File: src/design/comparator_control_consts.svh
`ifndef COMPARATOR_CONTROL_CONSTS_SVH
`define COMPARATOR_CONTROL_CONSTS_SVH

// register offsets
`define CMP_ADDR_W 4
`define CMP_OFS_CTRL 4'h0
`define CMP_OFS_PINSEL 4'h1
`define CMP_OFS_INTSTAT 4'h2
`define CMP_OFS_INTCLR 4'h3
`define CMP_OFS_INTEN 4'h4

// control register fields
`define CMP_BIT_ON 6
`define CMP_BIT_INV 5
`define CMP_BIT_RES 4
`define CMP_BIT_HYST 0
`define CMP_CTRL_RST 8'h01

// pin select fields
`define CMP_PIN_POS 0
`define CMP_PIN_NEG 1
`define CMP_PIN_OUT 2
`define CMP_PINSEL_RST 8'h00

// interrupt fields
`define CMP_INT_CHANGE 0
`define CMP_INT_RST 8'h00

// synchroniser depth
`define CMP_SYNC_STAGES 2

`endif

File: src/design/comparator_control_pkg.sv
package comparator_control_pkg;

  typedef struct packed {
    logic wr;
    logic rd;
    logic [3:0] addr;
    logic [7:0] wdata;
  } reg_req_t;

  typedef struct packed {
    logic [2:0] pinIn;
    logic [2:0] dir;
    logic [2:0] data;
    logic [2:0] pullCfg;
  } shared_pins_t;

endpackage : comparator_control_pkg

File: src/design/comparator_sync.sv
`timescale 1ns/1ps
`include "comparator_control_consts.svh"

module comparator_sync #(
  parameter int STAGES = `CMP_SYNC_STAGES
) (
  // clock and reset
  input wire logic mclk,
  input wire logic nrst,
  // level in and out
  input wire logic async,
  output logic synced
);

  logic [STAGES-1:0] chain_r;

  always_ff @(posedge mclk or negedge nrst) begin
    if (!nrst) begin
      chain_r <= '0;
    end else begin
      chain_r <= {chain_r[STAGES-2:0], async};
    end
  end

  assign synced = chain_r[STAGES-1];

endmodule : comparator_sync

File: src/design/comparator_control.sv
// Added by the designer: the address map and the plain strobed port.
`timescale 1ns/1ps
`include "comparator_control_consts.svh"

// Contract
// - comparator powered only while enable bit set
// - clearing enable forces result low
// - invert bit selects raw or inverted decision
// - read-only result bit in control register
// - hysteresis bit read/write, one after reset
// - unused control bits read as zero
// - every result change sets interrupt flag
// - flag and enable request the interrupt
// - result change with flag clear wakes core in low power while the enable bit is set
// - enabled comparator keeps running while asleep
// - owned pins read zero or port data
// - selected input pins drop their pull-high
// - result can drive a shared output pin
module comparator_control (
  // clock and reset
  input wire logic mclk,
  input wire logic nrst,
  // register port
  input wire comparator_control_pkg::reg_req_t regReq,
  output logic [7:0] regRdata,
  // analog comparator
  input wire logic rawDecision,
  output logic compPowerOn,
  output logic hystOn,
  // core
  input wire logic lowPowerMode,
  output logic irq,
  output logic wakeReq,
  // shared pins
  input wire comparator_control_pkg::shared_pins_t pins,
  output logic [2:0] portReadVal,
  output logic [2:0] pullHighOn,
  output logic resultPinOut,
  output logic resultPinOeN
);

  ////////////////////////////////////////////////////////////////////////////
  // register state

  logic comparator_on_r;
  logic result_invert_r;
  logic hysteresis_on_r;
  logic [2:0] pinSel_r;
  logic compare_result_r;
  logic intFlag_r;
  logic intEn_r;
  logic wake_r;
  logic [7:0] rdata_r;

  // reset images
  localparam logic [7:0] CTRL_RST = `CMP_CTRL_RST;
  localparam logic [7:0] PINSEL_RST = `CMP_PINSEL_RST;
  localparam logic [7:0] INT_RST = `CMP_INT_RST;

  ////////////////////////////////////////////////////////////////////////////
  // address decode

  wire wrCtrl = regReq.wr && regReq.addr == `CMP_OFS_CTRL;
  wire wrPinSel = regReq.wr && regReq.addr == `CMP_OFS_PINSEL;
  wire wrIntClr = regReq.wr && regReq.addr == `CMP_OFS_INTCLR;
  wire wrIntEn = regReq.wr && regReq.addr == `CMP_OFS_INTEN;

  ////////////////////////////////////////////////////////////////////////////
  // decision path

  logic syncDecision;

  comparator_sync #(
    .STAGES(`CMP_SYNC_STAGES)
  ) u_sync (
    .mclk(mclk),
    .nrst(nrst),
    .async(rawDecision),
    .synced(syncDecision)
  );

  // forced low while off, optionally inverted
  wire compare_result_nxt = comparator_on_r & (syncDecision ^ result_invert_r);
  wire changeEvent = compare_result_nxt != compare_result_r;
  wire clearHit = wrIntClr && regReq.wdata[`CMP_INT_CHANGE];
  wire intFlag_nxt = changeEvent | (intFlag_r & ~clearHit);
  // only a fresh flag while asleep wakes the core
  wire wake_nxt = changeEvent && !intFlag_r && lowPowerMode && comparator_on_r;

  ////////////////////////////////////////////////////////////////////////////
  // read mux

  wire [7:0] ctrlView = {1'b0, comparator_on_r, result_invert_r, compare_result_r,
                         3'b000, hysteresis_on_r};
  wire [7:0] readMux =
    !regReq.rd ? 8'h00 :
    regReq.addr == `CMP_OFS_CTRL ? ctrlView :
    regReq.addr == `CMP_OFS_PINSEL ? {5'b0_0000, pinSel_r} :
    regReq.addr == `CMP_OFS_INTSTAT ? {7'b000_0000, intFlag_r} :
    regReq.addr == `CMP_OFS_INTEN ? {7'b000_0000, intEn_r} : 8'h00;

  ////////////////////////////////////////////////////////////////////////////
  // registers

  always_ff @(posedge mclk or negedge nrst) begin
    if (!nrst) begin
      comparator_on_r <= CTRL_RST[`CMP_BIT_ON];
      result_invert_r <= CTRL_RST[`CMP_BIT_INV];
      hysteresis_on_r <= CTRL_RST[`CMP_BIT_HYST];
    end else if (wrCtrl) begin
      comparator_on_r <= regReq.wdata[`CMP_BIT_ON];
      result_invert_r <= regReq.wdata[`CMP_BIT_INV];
      hysteresis_on_r <= regReq.wdata[`CMP_BIT_HYST];
    end
  end

  always_ff @(posedge mclk or negedge nrst) begin
    if (!nrst) begin
      pinSel_r <= PINSEL_RST[2:0];
      intEn_r <= INT_RST[`CMP_INT_CHANGE];
    end else begin
      if (wrPinSel) begin
        pinSel_r <= regReq.wdata[2:0];
      end
      if (wrIntEn) begin
        intEn_r <= regReq.wdata[`CMP_INT_CHANGE];
      end
    end
  end

  // result runs on regardless of low-power mode
  always_ff @(posedge mclk or negedge nrst) begin
    if (!nrst) begin
      compare_result_r <= CTRL_RST[`CMP_BIT_RES];
      intFlag_r <= INT_RST[`CMP_INT_CHANGE];
      wake_r <= 1'b0;
      rdata_r <= 8'h00;
    end else begin
      compare_result_r <= compare_result_nxt;
      intFlag_r <= intFlag_nxt;
      wake_r <= wake_nxt;
      rdata_r <= readMux;
    end
  end

  ////////////////////////////////////////////////////////////////////////////
  // outputs

  assign regRdata = rdata_r;
  assign compPowerOn = comparator_on_r;
  assign hystOn = hysteresis_on_r;
  assign irq = intFlag_r & intEn_r;
  assign wakeReq = wake_r;

  // pin ownership
  wire [2:0] owned = {comparator_on_r & pinSel_r[`CMP_PIN_OUT],
                      comparator_on_r & pinSel_r[`CMP_PIN_NEG],
                      comparator_on_r & pinSel_r[`CMP_PIN_POS]};
  wire [2:0] inputSel = {1'b0, pinSel_r[`CMP_PIN_NEG], pinSel_r[`CMP_PIN_POS]};

  genvar gi;
  generate
    for (gi = 0; gi < 3; gi++) begin : g_pin
      assign portReadVal[gi] = owned[gi] ? (pins.dir[gi] ? 1'b0 : pins.data[gi])
                                         : pins.pinIn[gi];
      assign pullHighOn[gi] = pins.pullCfg[gi] & ~inputSel[gi];
    end
  endgenerate

  assign resultPinOut = pinSel_r[`CMP_PIN_OUT] & compare_result_r;
  assign resultPinOeN = ~pinSel_r[`CMP_PIN_OUT];
endmodule : comparator_control

File: config.mk
export PLATFORM = sky130hd
export DESIGN_NAME = comparator_control
export DESIGN_NICKNAME = d
export VERILOG_FILES = /design/src/design/comparator_control_pkg.sv /design/src/design/comparator_sync.sv /design/src/design/comparator_control.sv
export VERILOG_INCLUDE_DIRS = /design/src /design/src/design
export SDC_FILE = /design/constraint.sdc
export NUM_CORES = 1
export LEC_CHECK = 0
export ABC_AREA = 1
export ABC_CLOCK_PERIOD_IN_PS = 2530
export BUFFER_PORTS_ARGS = -buffer_cell sky130_fd_sc_hd__buf_4
export CAP_MARGIN = 5
export CORE_MARGIN = 8
export CORE_UTILIZATION = 46
export DETAILED_ROUTE_END_ITERATION = 16
export PLACE_DENSITY = 0.83
export SYNTH_ARGS = -nofsm -noshare
export SYNTH_HDL_FRONTEND = slang
export SYNTH_HIERARCHICAL = 1
export SYNTH_SLANG_ARGS = --single-unit
File: constraint.sdc
create_clock -name mclk -period 2.53 [get_ports mclk]
set_clock_uncertainty 0.15 [all_clocks]
set_input_delay 0.506 -clock mclk [delete_from_list [all_inputs] [get_ports mclk]]
set_output_delay 0.506 -clock mclk [all_outputs]
set_load 0.02 [all_outputs]
Yosys cells after proc, flatten, opt, wreduce, memory -nomap -nowiden --
Index checks and enable logic that the tools add are counted.
Storage, ports and cells: flip-flop bits (word level) 19, input port bits 30, output and inout port bits 20
Cells by class: equal/unequal tests 5, multiplexer cells 11, bitwise gates (word level) 15, reduce and logical (&&, ||, !) cells 10
Operators with widths (number):
- 7-bit two-way mux | 2
- 1-bit AND | 9
- 4-bit by 2-bit == test with 1-bit output, second input constant | 2
- 1-bit logical AND | 8
- 1-bit two-way mux | 8
- 4-bit by 1-bit == test with 1-bit output, second input constant | 1
- 4-bit by 3-bit == test with 1-bit output, second input constant | 1
- 4-bit zero test | 1
- 1-bit inverter | 4
- 3-bit two-way mux | 1
- 1-bit zero test | 1
- 1-bit != test | 1
- 1-bit bitwise OR | 1
- 1-bit bitwise XOR | 1

Depth between registers and ports, before layout --
Gate-level depths: netlist of run 1.
depth after elaboration 6, gate-level depth with buffers 7, gate-level depth less buffers 7

By module --
The synthesis of run 1 kept the hierarchy.
Modules (own cells, without submodules):
- comparator_control | instances 1, cells each 107, area an instance 835.8 um^2, sequential area each 401.6 um^2
- comparator_sync | instances 1, cells each 2, area an instance 50.0 um^2, sequential area each 50.0 um^2

Least setup slack after synthesis of run 1 --
No wires, ideal clock.
kind reg2out, start reg comparator_on_r, in the netlist compPowerOn, end out portReadVal[0], arrival time 1170 ps, data required time 1874 ps, setup slack 704 ps, cell stages (with the launch flop) 3, path through dfrtp_1 nand2_1 o31ai_1
On the way: longest elaborated chain between the ends 2
RTL lines:
- start, declared | RTL line comparator_control.sv:45 | logic comparator_on_r;
- start signal, assigned | RTL line comparator_control.sv:107 | comparator_on_r <= CTRL_RST[`CMP_BIT_ON];
- start signal, assigned | RTL line comparator_control.sv:111 | comparator_on_r <= regReq.wdata[`CMP_BIT_ON];
- 1-bit AND | RTL line comparator_control.sv:158 | comparator_on_r & pinSel_r[`CMP_PIN_POS]};
- 1-bit two-way mux | RTL line comparator_control.sv:164 | assign portReadVal[gi] = owned[gi] ? (pins.dir[gi] ? 1'b0 : pins.data[gi])
- end, declared | RTL line comparator_control.sv:36 | output logic [2:0] portReadVal,
Every way passes these cells.

Worst setup path after layout of run 1 --
start reg comparator_on_r, in the netlist compPowerOn, end out portReadVal[2]
On the way: longest elaborated chain between the ends 2
RTL lines:
- 1-bit AND | RTL line comparator_control.sv:156 | wire [2:0] owned = {comparator_on_r & pinSel_r[`CMP_PIN_OUT],
- 1-bit two-way mux | RTL line comparator_control.sv:164
Every way passes these cells.

==> results of run 1 <==
[per-layer routing]
layer	track usage (%)	part of all wire [%]	vias to the layer above	wire length (um)
met1	13.3	40	393	882
li1	-	-	426	-
met4	4.42	0.59	0	13
met5	0	0	-	0
met2	23.8	54	30	1180
met3	2.58	5.5	2	121
[cell families after synthesis]
logic type,Yosys count,share of synthesized area (%)
AND/OR/NAND/NOR,60,31.6
buffers and inverters,21,10.3
flip-flops,18,51.0
AO/OA/AOI/OAI,9,6.64
other,1,0.423
[through the flow]
stage / hold WS (ns) / cells / setup slack (ns) / util [%]
global placement: 0.183 / 176 / 0.863 / 64.6
floorplan: 0.0604 / 110 / 0.704 / -
CTS: 0.162 / 181 / 0.586 / 67.1
global route: 0.154 / 181 / 0.490 / 67.1
detailed placement: 0.198 / 176 / 0.840 / 64.6
finish: 0.167 / 181 / 0.592 / 67.1
[power breakdown]
group	switching, mW	internal (mW)
Combinational	0.120	0.0944
Clock	0.0890	0.0876
Sequential	0.0325	0.322
[flip-flops by register name, indices dropped and copies added, names as in the netlist]
signal / count
intEn_r: 1
wakeReq: 1
result_invert_r: 1
compare_result_r: 1
hystOn: 1
intFlag_r: 1
u_sync/chain_r: 2
compPowerOn: 1
pinSel_r: 3
regRdata: 6
[path summary, 6_finish.rpt]
| path | endpoint | slack (ns) | cells after the start |
|---|---|---|---|
| max | portReadVal[2] | 0.59 | 3 |
| min | u_sync/chain_r[0] | 0.17 | 1 |
| max reg2reg | intFlag_r | 1.22 | 5 |
| min reg2reg | u_sync/chain_r[1] | 0.22 | 0 |
| max in group asynchronous | hystOn | 1.52 | 2 |
| min in group asynchronous | pinSel_r[0] | 0.45 | 2 |
[cells in the final DEF, fill, tap and decap left out, types with 4 or more instances in the layout]
cell / synthesis / routed
nand3_1: 7 / 7
buf_4: 3 / 42
inv_1: 17 / 17
o21ai_0: 4 / 4
nor2_1: 13 / 13
dfrtp_1: 17 / 17
nand2_1: 29 / 29
[critical path: stages (launching register included)]
cell	delay, ns
dfrtp_1	0.48
nand2_1	0.11
o31ai_1	0.22
buf_4	0.19
[area by class of cell]
type,instances,area (um2),area share (%)
Sequential cell,18,452,35.8
Inverter,18,68.8,5.45
Clock buffer,4,36.3,2.87
Multi-Input combinational cell,71,347,27.5
Timing Repair Buffer,43,325,25.8
Tap cell,27,33.8,2.68
[timing repair]
| action | CTS | global route |
|---|---|---|
| hold buffers | 1 | 0 |
| endpoints found under the hold margin | 17 | 0 |
| setup buffers | 0 | 0 |
| gates resized for setup | 0 | 0 |
==> impl_metrics.json, run 1 <==
{
  "outcome": "complete, no violations",
  "synthFlopType": "dfrtp_1",
  "hold_start": "rawDecision",
  "crit_arrival_ns": 1.28,
  "overflow": 0,
  "min_period_ns": 1.94,
  "rows": 16,
  "avgRoutedWirePerCell_um": 12.2,
  "ys_top_cells_by_area": "dfrtp_1 48%, nand2_1 12%, inv_1 7.2%",
  "synth_most_common_cell": "nand2_1",
  "yosysSeqAreaShare_pct": 51.0,
  "pin_count": 50,
  "io_buffers": 42,
  "ys_top_cells_by_count": "29 x nand2_1, 17 x dfrtp_1, 17 x inv_1",
  "synth_edf_count": 0,
  "ant_nets": 0,
  "drc_errors": 0,
  "synth_top_area_share_pct": 48.0,
  "fin_crit_sh_pct": 76.6,
  "routed_wl_mm": 2.20,
  "fill_cells": 174,
  "cts_tree": "done",
  "grt_pass1_wl_mm": 3.66,
  "required_ns": 1.87,
  "synth_top_cell_by_area": "dfrtp_1",
  "clock-sinks": 18,
  "setup_tns_ns": 0,
  "area_growth_pct": 42.5,
  "startpoint": "compPowerOn",
  "core_um2": 1880,
  "drt_iter0_drc": 20,
  "rsz0062_at_grt": "false",
  "gp_congestion": 0.790,
  "grt_pass1_vias": 912,
  "synth_cells": 109,
  "maxCapViolCount": 0,
  "grt_max_degree": 19,
  "ctsLongestPathBuffers": 2,
  "yosysWarnings": 6,
  "max_clock_freq_mhz": 516,
  "vias_per_cell": 4.70,
  "maxSlewViolCount": 0,
  "final_hold_viol_count": 0,
  "place_area_um2": 1220,
  "cts-root-buf": "clkbuf_4",
  "worstReg2RegStart": "result_invert_r",
  "dp_hpwl_mm": 1.82,
  "syn_avg_cell_area_um2": 8.13,
  "finalPower_mw": 0.746,
  "cts_max_level": 1,
  "postSynth.asyncResetShare_pct": 100,
  "synth_cell_type_count": 20,
  "max-vdd-ir-drop_mv": 0.401,
  "die-width_um": 59.9,
  "first_pass_iters": 4,
  "initial_core_util_pct": 47.1,
  "critical_path_class": "reg -> out",
  "end_kind": "output pin",
  "finalSetupViolCount": 0,
  "drive_above_1_share_pct": 36.4,
  "antennaDiodeCount": 0,
  "dr_total_vias": 851,
  "hp-class": "in -> reg",
  "antenna_found_initial": 0,
  "clock_latency_ns": 0.29,
  "power.density_nw_per_um2": 591,
  "clk_pin_slew_ns": 0.10,
  "p_leak_nw": 0.710,
  "cp_max_fo": 7,
  "startpoint_type": "flop",
  "track_usage_pct": 12.6,
  "design.die.area_um2": 3590,
  "numCtsBuffers": 3,
  "dieHeight_um": 59.9,
  "netlist_area_um2": 886,
  "design_area_um2": 1260,
  "ys_seq_elements": 18,
  "layout.nets": 185
}
Note: power is estimated with default switching activity, not from simulation.
==> run 2, diff against run 1 <==
--- a/config.mk
+++ b/config.mk
@@ -7,13 +7,13 @@
 export NUM_CORES = 1
 export LEC_CHECK = 0
 export ABC_AREA = 1
-export ABC_CLOCK_PERIOD_IN_PS = 2530
+export ABC_CLOCK_PERIOD_IN_PS = 1600
 export BUFFER_PORTS_ARGS = -buffer_cell sky130_fd_sc_hd__buf_4
 export CAP_MARGIN = 5
 export CORE_MARGIN = 8
-export CORE_UTILIZATION = 46
+export CORE_UTILIZATION = 38
 export DETAILED_ROUTE_END_ITERATION = 16
-export PLACE_DENSITY = 0.83
+export PLACE_DENSITY = 0.73
 export SYNTH_ARGS = -nofsm -noshare
 export SYNTH_HDL_FRONTEND = slang
 export SYNTH_HIERARCHICAL = 1
==> constraint.sdc (replaced) <==
create_clock -name mclk -period 1.6 [get_ports mclk]
set_clock_uncertainty 0.15 [all_clocks]
set_input_delay 0.32 -clock mclk [delete_from_list [all_inputs] [get_ports mclk]]
set_output_delay 0.32 -clock mclk [all_outputs]
set_load 0.02 [all_outputs]
==> run 2 against run 1 <==
Setup slack worse by 0.65 ns. Register-to-register slack worse by 0.91 ns. Hold slack worse by 0.078 ns. Sequential power up 59%. Die area up 15%. Design area up 3.4%. Largest cell class unchanged. Global-route usage down 1.2 points. Non-clock buffer count up 2. Total power up 62%. Clock power up 56%. Combinational power up 70%. The run now ends with setup timing left.
==> impl_metrics.json, run 2 (synthesis gave the netlist of run 1 again) <==
{
  "outcome": "finished with violations",
  "violations": "setup timing",
  "max-vdd-ir-drop_mv": 0.507,
  "rows": 17,
  "drc_errors": 0,
  "whs_ns": 0.0892,
  "design.die.area_um2": 4130,
  "antenna_found_initial": 0,
  "track_usage_pct": 11.5,
  "io_buffers": 42,
  "min_period_ns": 1.66,
  "numCtsBuffers": 3,
  "cts_tree": "done",
  "drive_above_1_share_pct": 41.0,
  "routed_wl_mm": 2.34,
  "final_hold_viol_count": 0,
  "mostFrequentLayoutCells": "43 x buf_4, 26 x nand2_1, 17 x inv_1",
  "crit_buf_inv": 1,
  "maxCapViolCount": 0,
  "clock_latency_ns": 0.29,
  "startpoint_type": "flop",
  "dp_hpwl_mm": 1.89,
  "hp-class": "in -> reg",
  "core_um2": 2210,
  "max_stage_delay_ns": 0.45,
  "cp_top_family": "flip-flops",
  "ctsLongestPathBuffers": 2,
  "dieHeight_um": 64.3,
  "avgRoutedWirePerCell_um": 12.7,
  "critical_path_class": "reg -> out",
  "fin_crit_sh_pct": 104,
  "grt_pass1_vias": 906,
  "cts-root-buf": "clkbuf_4",
  "dr_total_vias": 855,
  "gp_congestion": 0.804,
  "crit_arrival_ns": 1.19,
  "power.density_nw_per_um2": 925,
  "pin_count": 50,
  "finalSetupViolCount": 3,
  "drt_iter0_drc": 17,
  "timing.final.ws_setup_ns": -0.0576,
  "overflow": 0,
  "clock-sinks": 18,
  "first_pass_iters": 4,
  "p_leak_nw": 0.724,
  "rsz0062_at_grt": "true",
  "place_ws_ns": 0.156,
  "cp_max_fo": 5,
  "cpMaxStageDelayCell": "dfrtp_2",
  "grt_pass1_wl_mm": 3.91,
  "required_ns": 1.13,
  "largest_register_ffs": 6,
  "path_cells": "nand2_2 > o31ai_2 > buf_4",
  "cts_max_level": 1,
  "end_kind": "output pin",
  "vias_per_cell": 4.65,
  "ant_nets": 0,
  "antennaDiodeCount": 0,
  "layout.nets": 187,
  "layout_commonest_cell": "buf_4",
  "max_clock_freq_mhz": 603,
  "initial_core_util_pct": 40.0,
  "clk_pin_slew_ns": 0.10,
  "maxSlewViolCount": 0,
  "grt_max_degree": 19,
  "area_growth_pct": 47.3,
  "die-width_um": 64.3
}
[run 2: stage by stage]
stage | instance area [um2] | std cells | utilization [%] | power [mW] | TNS (ns)
after global placement | 1230 | 177 | 55.7 | 0.906 | 0
after global routing | 1310 | 184 | 59.0 | 1.28 | -0.362
final | 1310 | 184 | 59.0 | 1.21 | -0.117
after CTS | 1300 | 184 | 58.9 | 1.22 | -0.135
after floorplan | 905 | 110 | - | 0.750 | 0
after detailed placement | 1230 | 177 | 55.7 | 0.919 | 0
[run 2: worst min-delay path, delay by kind of cell]
kind                   cells  cell delay [ns]
AND/OR/NAND/NOR            1             0.04
buffers and inverters      1             0.08
AO/OA/AOI/OAI              1             0.06
[run 2: timing repair]
| item | 4_1_cts | 5_1_grt |
|---|---|---|
| setup endpoints to repair | 3 | 3 |
| hold endpoints to repair | 19 | 0 |
| gates cloned | 0 | 0 |
| buffers inserted | 1 | 0 |
| gates resized for setup | 3 | 1 |
| hold buffers | 2 | 0 |
[run 2: path summary, 6_finish.rpt]
| check | start | end | slack, ns | cells past startpoint |
|---|---|---|---|---|
| worst max register to register | result_invert_r | intFlag_r | 0.31 | 5 |
| max in group asynchronous | nrst | hystOn | 0.75 | 2 |
| min in group asynchronous | nrst | intEn_r | 0.29 | 2 |
| worst min-delay path | regReq[6] | compPowerOn | 0.09 | 3 |
| worst max-delay path | compPowerOn | portReadVal[1] | -0.06 | 3 |
| worst min register to register | u_sync/chain_r[0] | u_sync/chain_r[1] | 0.21 | 0 |
[run 2: cell type report]
type	count	area [um2]
timing repair buffer	45	343
fill	198	907
clock buffer	4	36.3
tap	28	35.0
inverter	18	68.8
sequential	18	453
multi-input combinational	71	369
[run 2: routing by layer]
layer	track usage, %	up-vias	share of wire [%]
li1	-	423	-
met1	12.4	398	38
met4	4.63	0	1.3
met5	0	-	0
met3	4.18	4	8.0
met2	19.9	30	52
[run 2: where the power goes]
| part | switching (mW) | internal, mW |
|---|---|---|
| clock network | 0.137 | 0.139 |
| logic | 0.202 | 0.164 |
| registers | 0.0549 | 0.511 |
